`src/hw/mdio_mgmt_pkg.sv`:
```
// constants shared by the management master and its clock divider
package mdio_mgmt_pkg;

  localparam int          REG_ADDR_W      = 10;
  localparam logic [9:0]  OFS_TARGET      = 10'h03c;
  localparam logic [9:0]  OFS_DIRECT_BASE = 10'h200;
  localparam logic [9:0]  OFS_DIRECT_LAST = 10'h27c;
  localparam logic [9:0]  OFS_INDIRECT    = 10'h320;
  localparam logic [31:0] TARGET_RESET    = 32'h0000_0000;

  localparam int          TGT_PHYAD_LSB   = 0;
  localparam int          TGT_DEVAD_LSB   = 0;
  localparam int          TGT_PRTAD_LSB   = 8;
  localparam int          TGT_REGADDR_LSB = 16;

  localparam int          FRAME_BITS      = 64;
  localparam int          PREAMBLE_BITS   = 32;
  localparam logic [5:0]  IDX_FIRST       = 6'd63;
  localparam logic [5:0]  IDX_ST_HI       = 6'd31;
  localparam logic [5:0]  IDX_ST_LO       = 6'd30;
  localparam logic [5:0]  IDX_OP_HI       = 6'd29;
  localparam logic [5:0]  IDX_OP_LO       = 6'd28;
  localparam logic [5:0]  IDX_ADDR1_MSB   = 6'd27;
  localparam logic [5:0]  IDX_TA_FIRST    = 6'd17;
  localparam logic [5:0]  IDX_TA_SECOND   = 6'd16;
  localparam logic [5:0]  IDX_DATA_MSB    = 6'd15;
  localparam logic [31:0] PREAMBLE        = 32'hffff_ffff;

  localparam logic [1:0]  ST_C45          = 2'b00;
  localparam logic [1:0]  ST_C22          = 2'b01;
  localparam logic [1:0]  OP_C45_ADDR     = 2'b00;
  localparam logic [1:0]  OP_C45_WRITE    = 2'b01;
  localparam logic [1:0]  OP_C45_READ     = 2'b11;
  localparam logic [1:0]  OP_C22_READ     = 2'b10;
  localparam logic [1:0]  OP_C22_WRITE    = 2'b01;
  localparam logic [1:0]  TA_DRIVEN       = 2'b10;
  localparam logic [1:0]  TA_RELEASED     = 2'b11;

  localparam int          CLK_KHZ         = 200000;
  localparam int          MDC_MAX_KHZ     = 2500;
  localparam int          MDC_HALF_CYCLES = (CLK_KHZ + 2 * MDC_MAX_KHZ - 1) / (2 * MDC_MAX_KHZ);

endpackage : mdio_mgmt_pkg

```
`src/hw/mdio_phy_management_master.sv`:
```
// management data master: register windows to serial phy frames
// Operation
// - every frame opens with 32 one bits
// - indirect frames send start field 00
// - indirect opcodes: 00 address, 01 write, 11 read
// - port address five bits, msb first
// - device address five bits, msb first
// - read turnaround: release first, slave drives zero
// - address and write turnaround driven one, zero
// - sixteen payload bits, bit 15 first
// - line released between accesses; the indirect data frame follows its address frame with the line still driven
// - phy registers reachable through register space
// - direct window access runs one phy frame
// - indirect target select: address, port, device
// - indirect data window accesses selected register
// - no post-read-increment frames ever issued
// - mdc divided from register bus clock
// - mdc never faster than 2.5 MHz with the default HALF_CYCLES
// - frame bits transferred on mdc rising edge
// - direct frames send start field 01
// - direct opcodes: 10 read, 01 write
`timescale 1ns/1ps
module mdio_phy_management_master
  import mdio_mgmt_pkg::*;
#(
  parameter bit USE_CLAUSE45 = 1'b1,
  parameter int HALF_CYCLES  = MDC_HALF_CYCLES
) (
  input  wire logic                  clk_in,
  input  wire logic                  sys_rst_in,
  input  wire logic [REG_ADDR_W-1:0] reg_addr_in,
  input  wire logic                  reg_read_in,
  input  wire logic                  reg_write_in,
  input  wire logic [31:0]           reg_wdata_in,
  output logic      [31:0]           reg_rdata_out,
  output logic                       reg_wait_out,
  output logic                       mdc_out,
  input  wire logic                  mdio_in,
  output logic                       mdio_out,
  output logic                       mdio_oe_out
);

  typedef enum logic [1:0] {IDLE, FRAME, ACK} mgmt_state_e;

  mgmt_state_e state;
  mgmt_state_e next_state;
  logic [63:0] frame_sr;
  logic [63:0] next_frame_sr;
  logic [5:0]  bit_idx;
  logic [5:0]  next_bit_idx;
  logic        rd_frame;
  logic        next_rd_frame;
  logic        second;
  logic        next_second;
  logic        acc_write;
  logic        next_acc_write;
  logic [15:0] acc_data;
  logic [15:0] next_acc_data;
  logic [15:0] rx_sr;
  logic [15:0] next_rx_sr;
  logic [31:0] mgmt_target_select;
  logic [31:0] next_target;
  logic [31:0] rdata;
  logic [31:0] next_rdata;
  logic        next_mdio;
  logic        next_oe;
  logic        mdio_q;
  logic        oe_q;
  logic        mdc_rise;
  logic        mdc_fall;
  logic        req;
  logic        hit_target;
  logic        hit_direct;
  logic        hit_indirect;
  logic [4:0]  direct_regad;
  logic [4:0]  tgt_port;
  logic [4:0]  tgt_dev;

  // frame assembly: preamble, start, opcode, two address fields, turnaround, payload
  function automatic logic [63:0] build_frame(input logic [1:0]  st,
                                              input logic [1:0]  op,
                                              input logic [4:0]  addr1,
                                              input logic [4:0]  addr2,
                                              input logic [1:0]  ta,
                                              input logic [15:0] payload);
    return {PREAMBLE, st, op, addr1, addr2, ta, payload};
  endfunction : build_frame

  mdc_divider #(
    .HALF_CYCLES (HALF_CYCLES)
  ) u_mdc_divider (
    .clk_in     (clk_in),
    .sys_rst_in (sys_rst_in),
    .run_in     (state == FRAME),
    .mdc_out    (mdc_out),
    .rise_out   (mdc_rise),
    .fall_out   (mdc_fall)
  );

  // register window decode
  always_comb begin
    req          = reg_read_in || reg_write_in;
    hit_target   = (reg_addr_in == OFS_TARGET);
    hit_direct   = !USE_CLAUSE45 && (reg_addr_in >= OFS_DIRECT_BASE)
                   && (reg_addr_in <= OFS_DIRECT_LAST) && (reg_addr_in[1:0] == 2'b00);
    hit_indirect = USE_CLAUSE45 && (reg_addr_in == OFS_INDIRECT);
    direct_regad = 5'((reg_addr_in - OFS_DIRECT_BASE) >> 2);
    tgt_port     = mgmt_target_select[TGT_PRTAD_LSB +: 5];
    tgt_dev      = USE_CLAUSE45 ? mgmt_target_select[TGT_DEVAD_LSB +: 5]
                                : mgmt_target_select[TGT_PHYAD_LSB +: 5];
  end

  // access sequencing and frame shifting
  always_comb begin
    next_state     = state;
    next_frame_sr  = frame_sr;
    next_bit_idx   = bit_idx;
    next_rd_frame  = rd_frame;
    next_second    = second;
    next_acc_write = acc_write;
    next_acc_data  = acc_data;
    next_rx_sr     = rx_sr;
    next_target    = mgmt_target_select;
    next_rdata     = rdata;
    unique case (state)
      IDLE: begin
        if (req) begin
          next_acc_write = reg_write_in;
          next_acc_data  = reg_wdata_in[15:0];
          next_bit_idx   = IDX_FIRST;
          if (hit_target) begin
            if (reg_write_in) begin
              next_target = reg_wdata_in;
            end
            next_rdata = mgmt_target_select;
            next_state = ACK;
          end else if (hit_direct) begin
            next_frame_sr = build_frame(ST_C22,
                                        reg_write_in ? OP_C22_WRITE : OP_C22_READ,
                                        tgt_dev, direct_regad,
                                        reg_write_in ? TA_DRIVEN : TA_RELEASED,
                                        reg_wdata_in[15:0]);
            next_rd_frame = !reg_write_in;
            next_second   = 1'b0;
            next_state    = FRAME;
          end else if (hit_indirect) begin
            next_frame_sr = build_frame(ST_C45, OP_C45_ADDR, tgt_port, tgt_dev,
                                        TA_DRIVEN,
                                        mgmt_target_select[TGT_REGADDR_LSB +: 16]);
            next_rd_frame = 1'b0;
            next_second   = 1'b1;
            next_state    = FRAME;
          end else begin
            next_rdata = 32'h0000_0000;
            next_state = ACK;
          end
        end
      end
      FRAME: begin
        if (mdc_rise && rd_frame && (bit_idx <= IDX_DATA_MSB)) begin
          next_rx_sr = {rx_sr[14:0], mdio_in};
        end
        if (mdc_fall) begin
          if (bit_idx != 6'd0) begin
            next_frame_sr = {frame_sr[62:0], 1'b0};
            next_bit_idx  = bit_idx - 6'd1;
          end else if (second) begin
            next_frame_sr = build_frame(ST_C45,
                                        acc_write ? OP_C45_WRITE : OP_C45_READ,
                                        tgt_port, tgt_dev,
                                        acc_write ? TA_DRIVEN : TA_RELEASED, acc_data);
            next_bit_idx  = IDX_FIRST;
            next_rd_frame = !acc_write;
            next_second   = 1'b0;
          end else begin
            next_rdata = rd_frame ? {16'h0000, rx_sr} : 32'h0000_0000;
            next_state = ACK;
          end
        end
      end
      ACK: begin
        next_state = IDLE;
      end
    endcase
  end

  // pin drive: released while idle and on the read turnaround and data
  always_comb begin
    next_mdio = (next_state == FRAME) ? next_frame_sr[63] : 1'b1;
    next_oe   = (next_state == FRAME)
                && !(next_rd_frame && (next_bit_idx <= IDX_TA_FIRST));
  end

  always_ff @(posedge clk_in or posedge sys_rst_in) begin
    if (sys_rst_in) begin
      state              <= IDLE;
      frame_sr           <= '0;
      bit_idx            <= '0;
      rd_frame           <= 1'b0;
      second             <= 1'b0;
      acc_write          <= 1'b0;
      acc_data           <= '0;
      rx_sr              <= '0;
      mgmt_target_select <= TARGET_RESET;
      rdata              <= '0;
      mdio_q             <= 1'b1;
      oe_q               <= 1'b0;
    end else begin
      state              <= next_state;
      frame_sr           <= next_frame_sr;
      bit_idx            <= next_bit_idx;
      rd_frame           <= next_rd_frame;
      second             <= next_second;
      acc_write          <= next_acc_write;
      acc_data           <= next_acc_data;
      rx_sr              <= next_rx_sr;
      mgmt_target_select <= next_target;
      rdata              <= next_rdata;
      mdio_q             <= next_mdio;
      oe_q               <= next_oe;
    end
  end

  assign reg_rdata_out = rdata;
  assign reg_wait_out  = req && (state != ACK);
  assign mdio_out      = mdio_q;
  assign mdio_oe_out   = oe_q;
endmodule : mdio_phy_management_master

```
`src/hw/mdc_divider.sv`:
```
// management clock divider with rise and fall strobes
`timescale 1ns/1ps
module mdc_divider
  import mdio_mgmt_pkg::*;
#(
  parameter int HALF_CYCLES = MDC_HALF_CYCLES
) (
  input  wire logic clk_in,
  input  wire logic sys_rst_in,
  input  wire logic run_in,
  output logic      mdc_out,
  output logic      rise_out,
  output logic      fall_out
);

  localparam int CW = (HALF_CYCLES > 1) ? $clog2(HALF_CYCLES) : 1;

  logic [CW-1:0] cnt;
  logic [CW-1:0] next_cnt;
  logic          mdc;
  logic          next_mdc;
  logic          terminal;

  // mdc is a division of the register clock, held low outside a frame
  always_comb begin
    terminal = (cnt == CW'(HALF_CYCLES - 1));
    next_cnt = cnt;
    next_mdc = mdc;
    if (!run_in) begin
      next_cnt = '0;
      next_mdc = 1'b0;
    end else if (terminal) begin
      next_cnt = '0;
      next_mdc = !mdc;
    end else begin
      next_cnt = cnt + 1'b1;
    end
  end

  always_ff @(posedge clk_in or posedge sys_rst_in) begin
    if (sys_rst_in) begin
      cnt <= '0;
      mdc <= 1'b0;
    end else begin
      cnt <= next_cnt;
      mdc <= next_mdc;
    end
  end

  assign mdc_out  = mdc;
  assign rise_out = run_in && terminal && !mdc;
  assign fall_out = run_in && terminal && mdc;
endmodule : mdc_divider

```
`config.mk`:
```
export PLATFORM = sky130hd
export DESIGN_NAME = mdio_phy_management_master
export DESIGN_NICKNAME = d
export VERILOG_FILES = /design/src/hw/mdio_mgmt_pkg.sv /design/src/hw/mdio_phy_management_master.sv /design/src/hw/mdc_divider.sv
export SDC_FILE = /design/constraint.sdc
export NUM_CORES = 1
export LEC_CHECK = 0
export BUFFER_PORTS_ARGS = -buffer_cell sky130_fd_sc_hd__buf_2
export CORE_UTILIZATION = 59
export DETAILED_ROUTE_END_ITERATION = 10
export PLACE_DENSITY = 0.77
export REMOVE_ABC_BUFFERS = 1
export SLEW_MARGIN = 0
export SYNTH_ARGS = -nofsm -noshare
export SYNTH_HDL_FRONTEND = slang
export SYNTH_SLANG_ARGS = --single-unit
```
`constraint.sdc`:
```
create_clock -name clk_in -period 6 [get_ports clk_in]
set_input_delay 0.6 -clock clk_in [delete_from_list [all_inputs] [get_ports clk_in]]
set_output_delay 0.6 -clock clk_in [all_outputs]
set_load 0.005 [all_outputs]
```
### Word-level counts from Yosys, hierarchy flattened

Index checks and enable logic that the tools add are counted.

* add/subtract/negate cells: 2
* magnitude comparators: 2
* equal/unequal tests: 16
* multiplexer cells: 47
* reductions and logical operators: 21

Operators with widths (count)
* $mux 64: 6
* $mux 32: 6
* $pmux 64 s2: 1
* $pmux 32 s2: 1
* $mux 6: 6
* $reduce_and 6->1: 3
* $mux 16: 1
* $ne 2x2->1 const B: 8
* $mux 1: 15
* $mux 2: 7
* $pmux 6 s2: 1
* $eq 10x10->1 const B: 1
* $eq 10x6->1 const B: 1
* $logic_and 1x1->1: 8
* $add 6x1->6 const B: 1
* $eq 6x6->1 const B: 1
* $le 6x4->1 const B: 1
* $le 6x5->1 const B: 1
* $ne 3x3->1 const B: 2
* $pmux 2 s3: 1
* $reduce_bool 6->1: 1
* $sub 6x1->6 const B: 1
* $eq 2x1->1 const B: 2
* $pmux 1 s2: 2
* other kinds (7): 10

* register bits after elaboration: 180
* bits of input ports: 47
* output and inout bits: 36
* logic and storage cells: 103

### Logic depth before layout (Yosys ltp)

* depth in word-level cells: 9
* mapped depth: 10
* depth with buffers taken out: 7

### Hierarchy

Synthesis repeated with hierarchy kept, for this count alone.

* cells, all modules: 716
* area, all modules: 8399.3 sq um

By module, submodules not included
* mdio_phy_management_master: times used 1, cells each 686, area an instance 8075.2 sq um, seq. area each 4330.4 sq um
* mdc_divider: times used 1, cells each 30, area an instance 324.1 sq um, seq. area each 175.2 sq um

### Least setup slack after synthesis

No wires, ideal clock.

* path kind: input to register
* start: in reg_addr_in[0]
* end: reg frame_sr[17]
* library setup time: 0.125 ns
* arrival time: 2.924 ns
* required time: 5.875 ns
* setup slack: 2.951 ns
* stages: 9
* path buffers: 4
* cells stage by stage: or4b_1 or4_1 buf_2 or2_1 clkbuf_1 a22o_1 buf_6 buf_6 mux2_4

* word-level cells in the longest chain between the ends: 3
* elaborated cells on any way between the ends: 5
* classes of those cells: eq/ne: 4; reduce/logical: 1

RTL lines
* from (decl): RTL line mdio_phy_management_master.sv:31 `input wire logic [REG_ADDR_W-1:0] reg_addr_in,`
* $eq 10x10->1 / $eq 10x6->1 (equally long branches): RTL line mdio_phy_management_master.sv:106, mdio_phy_management_master.sv:103
* $ne 2x2->1 (no source line)
* $reduce_and 6->1 (no source line) *
* to (signal assigned): RTL line mdio_phy_management_master.sv:210 `frame_sr <= next_frame_sr;`
* to (decl): RTL line mdio_phy_management_master.sv:47 `logic [63:0] frame_sr;`

Every way passes the cells marked *; elsewhere a longest branch is shown, timed or not.
A chain may end at the register's enable or synchronous reset.

### Worst setup path in the final report

* start: reg state[1]
* end: reg frame_sr[59]

* word-level cells in the longest chain between the ends: 5
* elaborated cells on any way between the ends: 12
* classes of those cells: eq/ne: 6; mux: 1; reduce/logical: 5

RTL lines
* from (decl): RTL line mdio_phy_management_master.sv:45 `mgmt_state_e state;`
* from (signal assigned): RTL line mdio_phy_management_master.sv:209 `state <= next_state;`
* $eq 2x1->1: RTL line mdio_phy_management_master.sv:94, mdio_phy_management_master.sv:125
* $logic_and 1x1->1 (2 in series): RTL line mdc_divider.sv:52 `assign fall_out = run_in && terminal && mdc;`
* $ne 2x2->1 (no source line)
* $reduce_and 6->1 (no source line)

Parallel ways exist; a longest one is shown, timed or not.

==> reports/metrics.cfg <==
[final_layout]
syn2layout_area_growth_pct=13.0
final_common_cell=dfrtp_1
final_layout_size_suffix_gt1_share_pct=31.3
instances_no_fill=983
layout.nets=843
layout_common_cells=dfrtp_1 (179), nand2_1 (115), buf_2 (82)
fin_area_um2=9550
regArea_um2=4510
diodes=0
fill_cells=1032
multi_input_area_um2=3600

[clock_network]
ctsHtreeMaxLevel=4
clk_pin_slew_ps=60
cts.sinks=180
clock_path_buffers=2
cts_tree=done
cts_resized=0
cts_root_buf=clkbuf_16
cts_buffers=17
cts_setup_buffers=0
cts_hold_buf=0
clock_latency_ps=430

[hold_path]
hold_class=input pin to flip-flop
min_to=acc_data[9]
min_from=reg_wdata_in[9]
hold_path_depth=3

[floorplanning]
core_um2=13900
fp.dieW_um=122
die_area_um2=14800
num_rows=43
ios=83
initial_core_util_pct=60.6
die_y_um=122

[routing]
wl_per_cell_um=18.7
drtIter0Drc=448
ant_nets=0
dr.pass1.iters=6
wl_um=18300
drc_errors=0
vias=5814
viasPerCell=5.91

[synth]
yosysTopAreaCellShare_pct=53.0
synth.distinct_cells=55
synth-edff-count=0
synth_seq_cells=180
synth_top_area_cell=dfrtp_1
syn_area_um2=8450
synthCells=727
ys_seq_area_share_pct=53.3
synthFlopType=dfrtp_1
syn_avg_cell_area_um2=11.6
yosys_warnings=0
synthArstFlopShare_pct=100
synth_top_cells_by_area=dfrtp_1 (53%), mux2_2 (9.1%), mux2_4 (8.7%)

[place]
dpl_cell_area_um2=8980
port_buffers=82
gp_routability_congestion=0.886
dpl.cell_count=951
dp_hpwl_um=11800

[job]
maxCapViolCount=0

[setup_path]
rr_worst_depth=7
worstSetupStartpointType=flip-flop
rrSetupSlack_ps=2370
path_max_fanout=63
r2r-start=state[1]
arrival_ps=3950
required_ps=6320
r2r_end=frame_sr[59]
crit_type=flip-flop to flip-flop
end_kind=flip-flop

[power_and_ir_drop]
power_leakage_uw=0.00485
combPwrFrac_pct=11.3
power_density_nw_per_um2=287
power_uw=2740
power.switching_uw=720
ir_drop_mv=0.220
switching_share_pct=26.2
internal_power_uw=2020
pwr-share-seq_pct=49.0
p_clk_share_pct=39.6

[sta]
finalHoldViolations=0
slew_headroom_pct=24.2
period_share_pct=60.6
rsz0062_at_grt=false
clock_skew_ps=7.89
setup_violations=0
min_period_ps=3630
tightest_slew_ps=1140
setup_tns_ps=0
max_freq_mhz=275
slew_viol_final=0
holdWs_ps=376

[global_route]
track_usage_pct=27.0
grt_antenna_before_repair=0
grt_pass1_vias=5882
grt_pass1_wl_um=30400
grt_max_degree=113
grt_overflow=0

[outcome]
outcome=finished clean

cell type report:
| cell class | count | share of cell area, % |
|---|---|---|
| Sequential cell | 180 | 47.2 |
| Multi-Input combinational cell | 456 | 37.7 |
| Timing Repair Buffer | 90 | 4.93 |
| Clock buffer | 20 | 4.57 |
| Tap cell | 180 | 2.36 |
| Inverter | 45 | 1.82 |
| Clock inverter | 12 | 1.38 |
state kept, by name, indices dropped and copies added (netlist names), 2 cells and up:
name	count
mgmt_target_select	32
bit_idx	6
state	2
acc_data	16
frame_sr	64
u_mdc_divider.cnt	6
reg_rdata_out	32
rx_sr	16
worst max path at each step:
stage | from | end | slack (ps)
after floorplan | sys_rst_in | acc_data[0] | 510
after global placement | reg_read_in | frame_sr[59] | 2250
after detailed placement | reg_read_in | frame_sr[59] | 2100
after CTS | state[1] | frame_sr[59] | 2370
after global routing | state[1] | frame_sr[59] | 2080
final | state[1] | frame_sr[59] | 2370
power by group through the flow:
| stage | clock network, uW | logic (uW) | registers, uW |
|---|---|---|---|
| floorplan | 0 | 220 | 1350 |
| CTS | 1100 | 316 | 1350 |
| global route | 1150 | 348 | 1350 |
| finish | 1090 | 311 | 1350 |
| detailed placement | 0 | 315 | 1370 |
| global placement | 0 | 296 | 1360 |
worst max-delay path, cell delays in order, from the launching register on:
cell,delay (ps)
dfrtp_1,400
inv_1,80
ha_1,340
nand2_1,710
or2_1,190
buf_4,370
a22o_4,980
mux2_2,420
per-layer routing:
layer | global-route usage [%] | wire length [um] | share of wire, %
met1 | 36.4 | 8090 | 44
met2 | 43.4 | 9060 | 49
met3 | 5.76 | 845 | 4.6
met4 | 9.03 | 344 | 1.9
met5 | 0 | 0 | 0
synth_stat cells, drive strengths merged (2+ instances only):
library cell and number:
mux2 117, and3 2, o211ai 3, nand4 2, inv 45, a211oi 4, or3 4, clkbuf 31
a22oi 9, nand2 115, nand3 5, o31ai 2, a222oi 7, buf 15, or2 6, nand2b 4
o22ai 4, xor2 3, o32ai 2, a22o 28, and2 4, dfrtp 179, or4 3, or4b 3
ha 6, nor4 4, xnor2 2, o21ai 49, nor3 4, a21oi 7, mux2i 28, nor2 13
stage by stage:
| stage | worst slack, ps | util, % |
|---|---|---|
| after CTS | 2370 | 68.5 |
| final | 2370 | 68.5 |
| after floorplan | 515 | - |
| after detailed placement | 2100 | 64.4 |
| after global placement | 2250 | 64.4 |
| after global routing | 2080 | 68.5 |
cells by family (layout without fill, tap and decap cells):
family | after synthesis | in the layout | synth area share [%]
AO/OA/AOI/OAI | 125 | 125 | 10.2
flip-flops | 180 | 180 | 53.3
adder cells (fa/ha/maj) | 6 | 6 | 0.888
XOR/XNOR | 5 | 5 | 0.518
AND/OR/NAND/NOR | 175 | 175 | 9.36
buffers and inverters | 91 | 167 | 4.63
multiplexers | 145 | 145 | 21.1
Power figures use the tool's default switching activity.
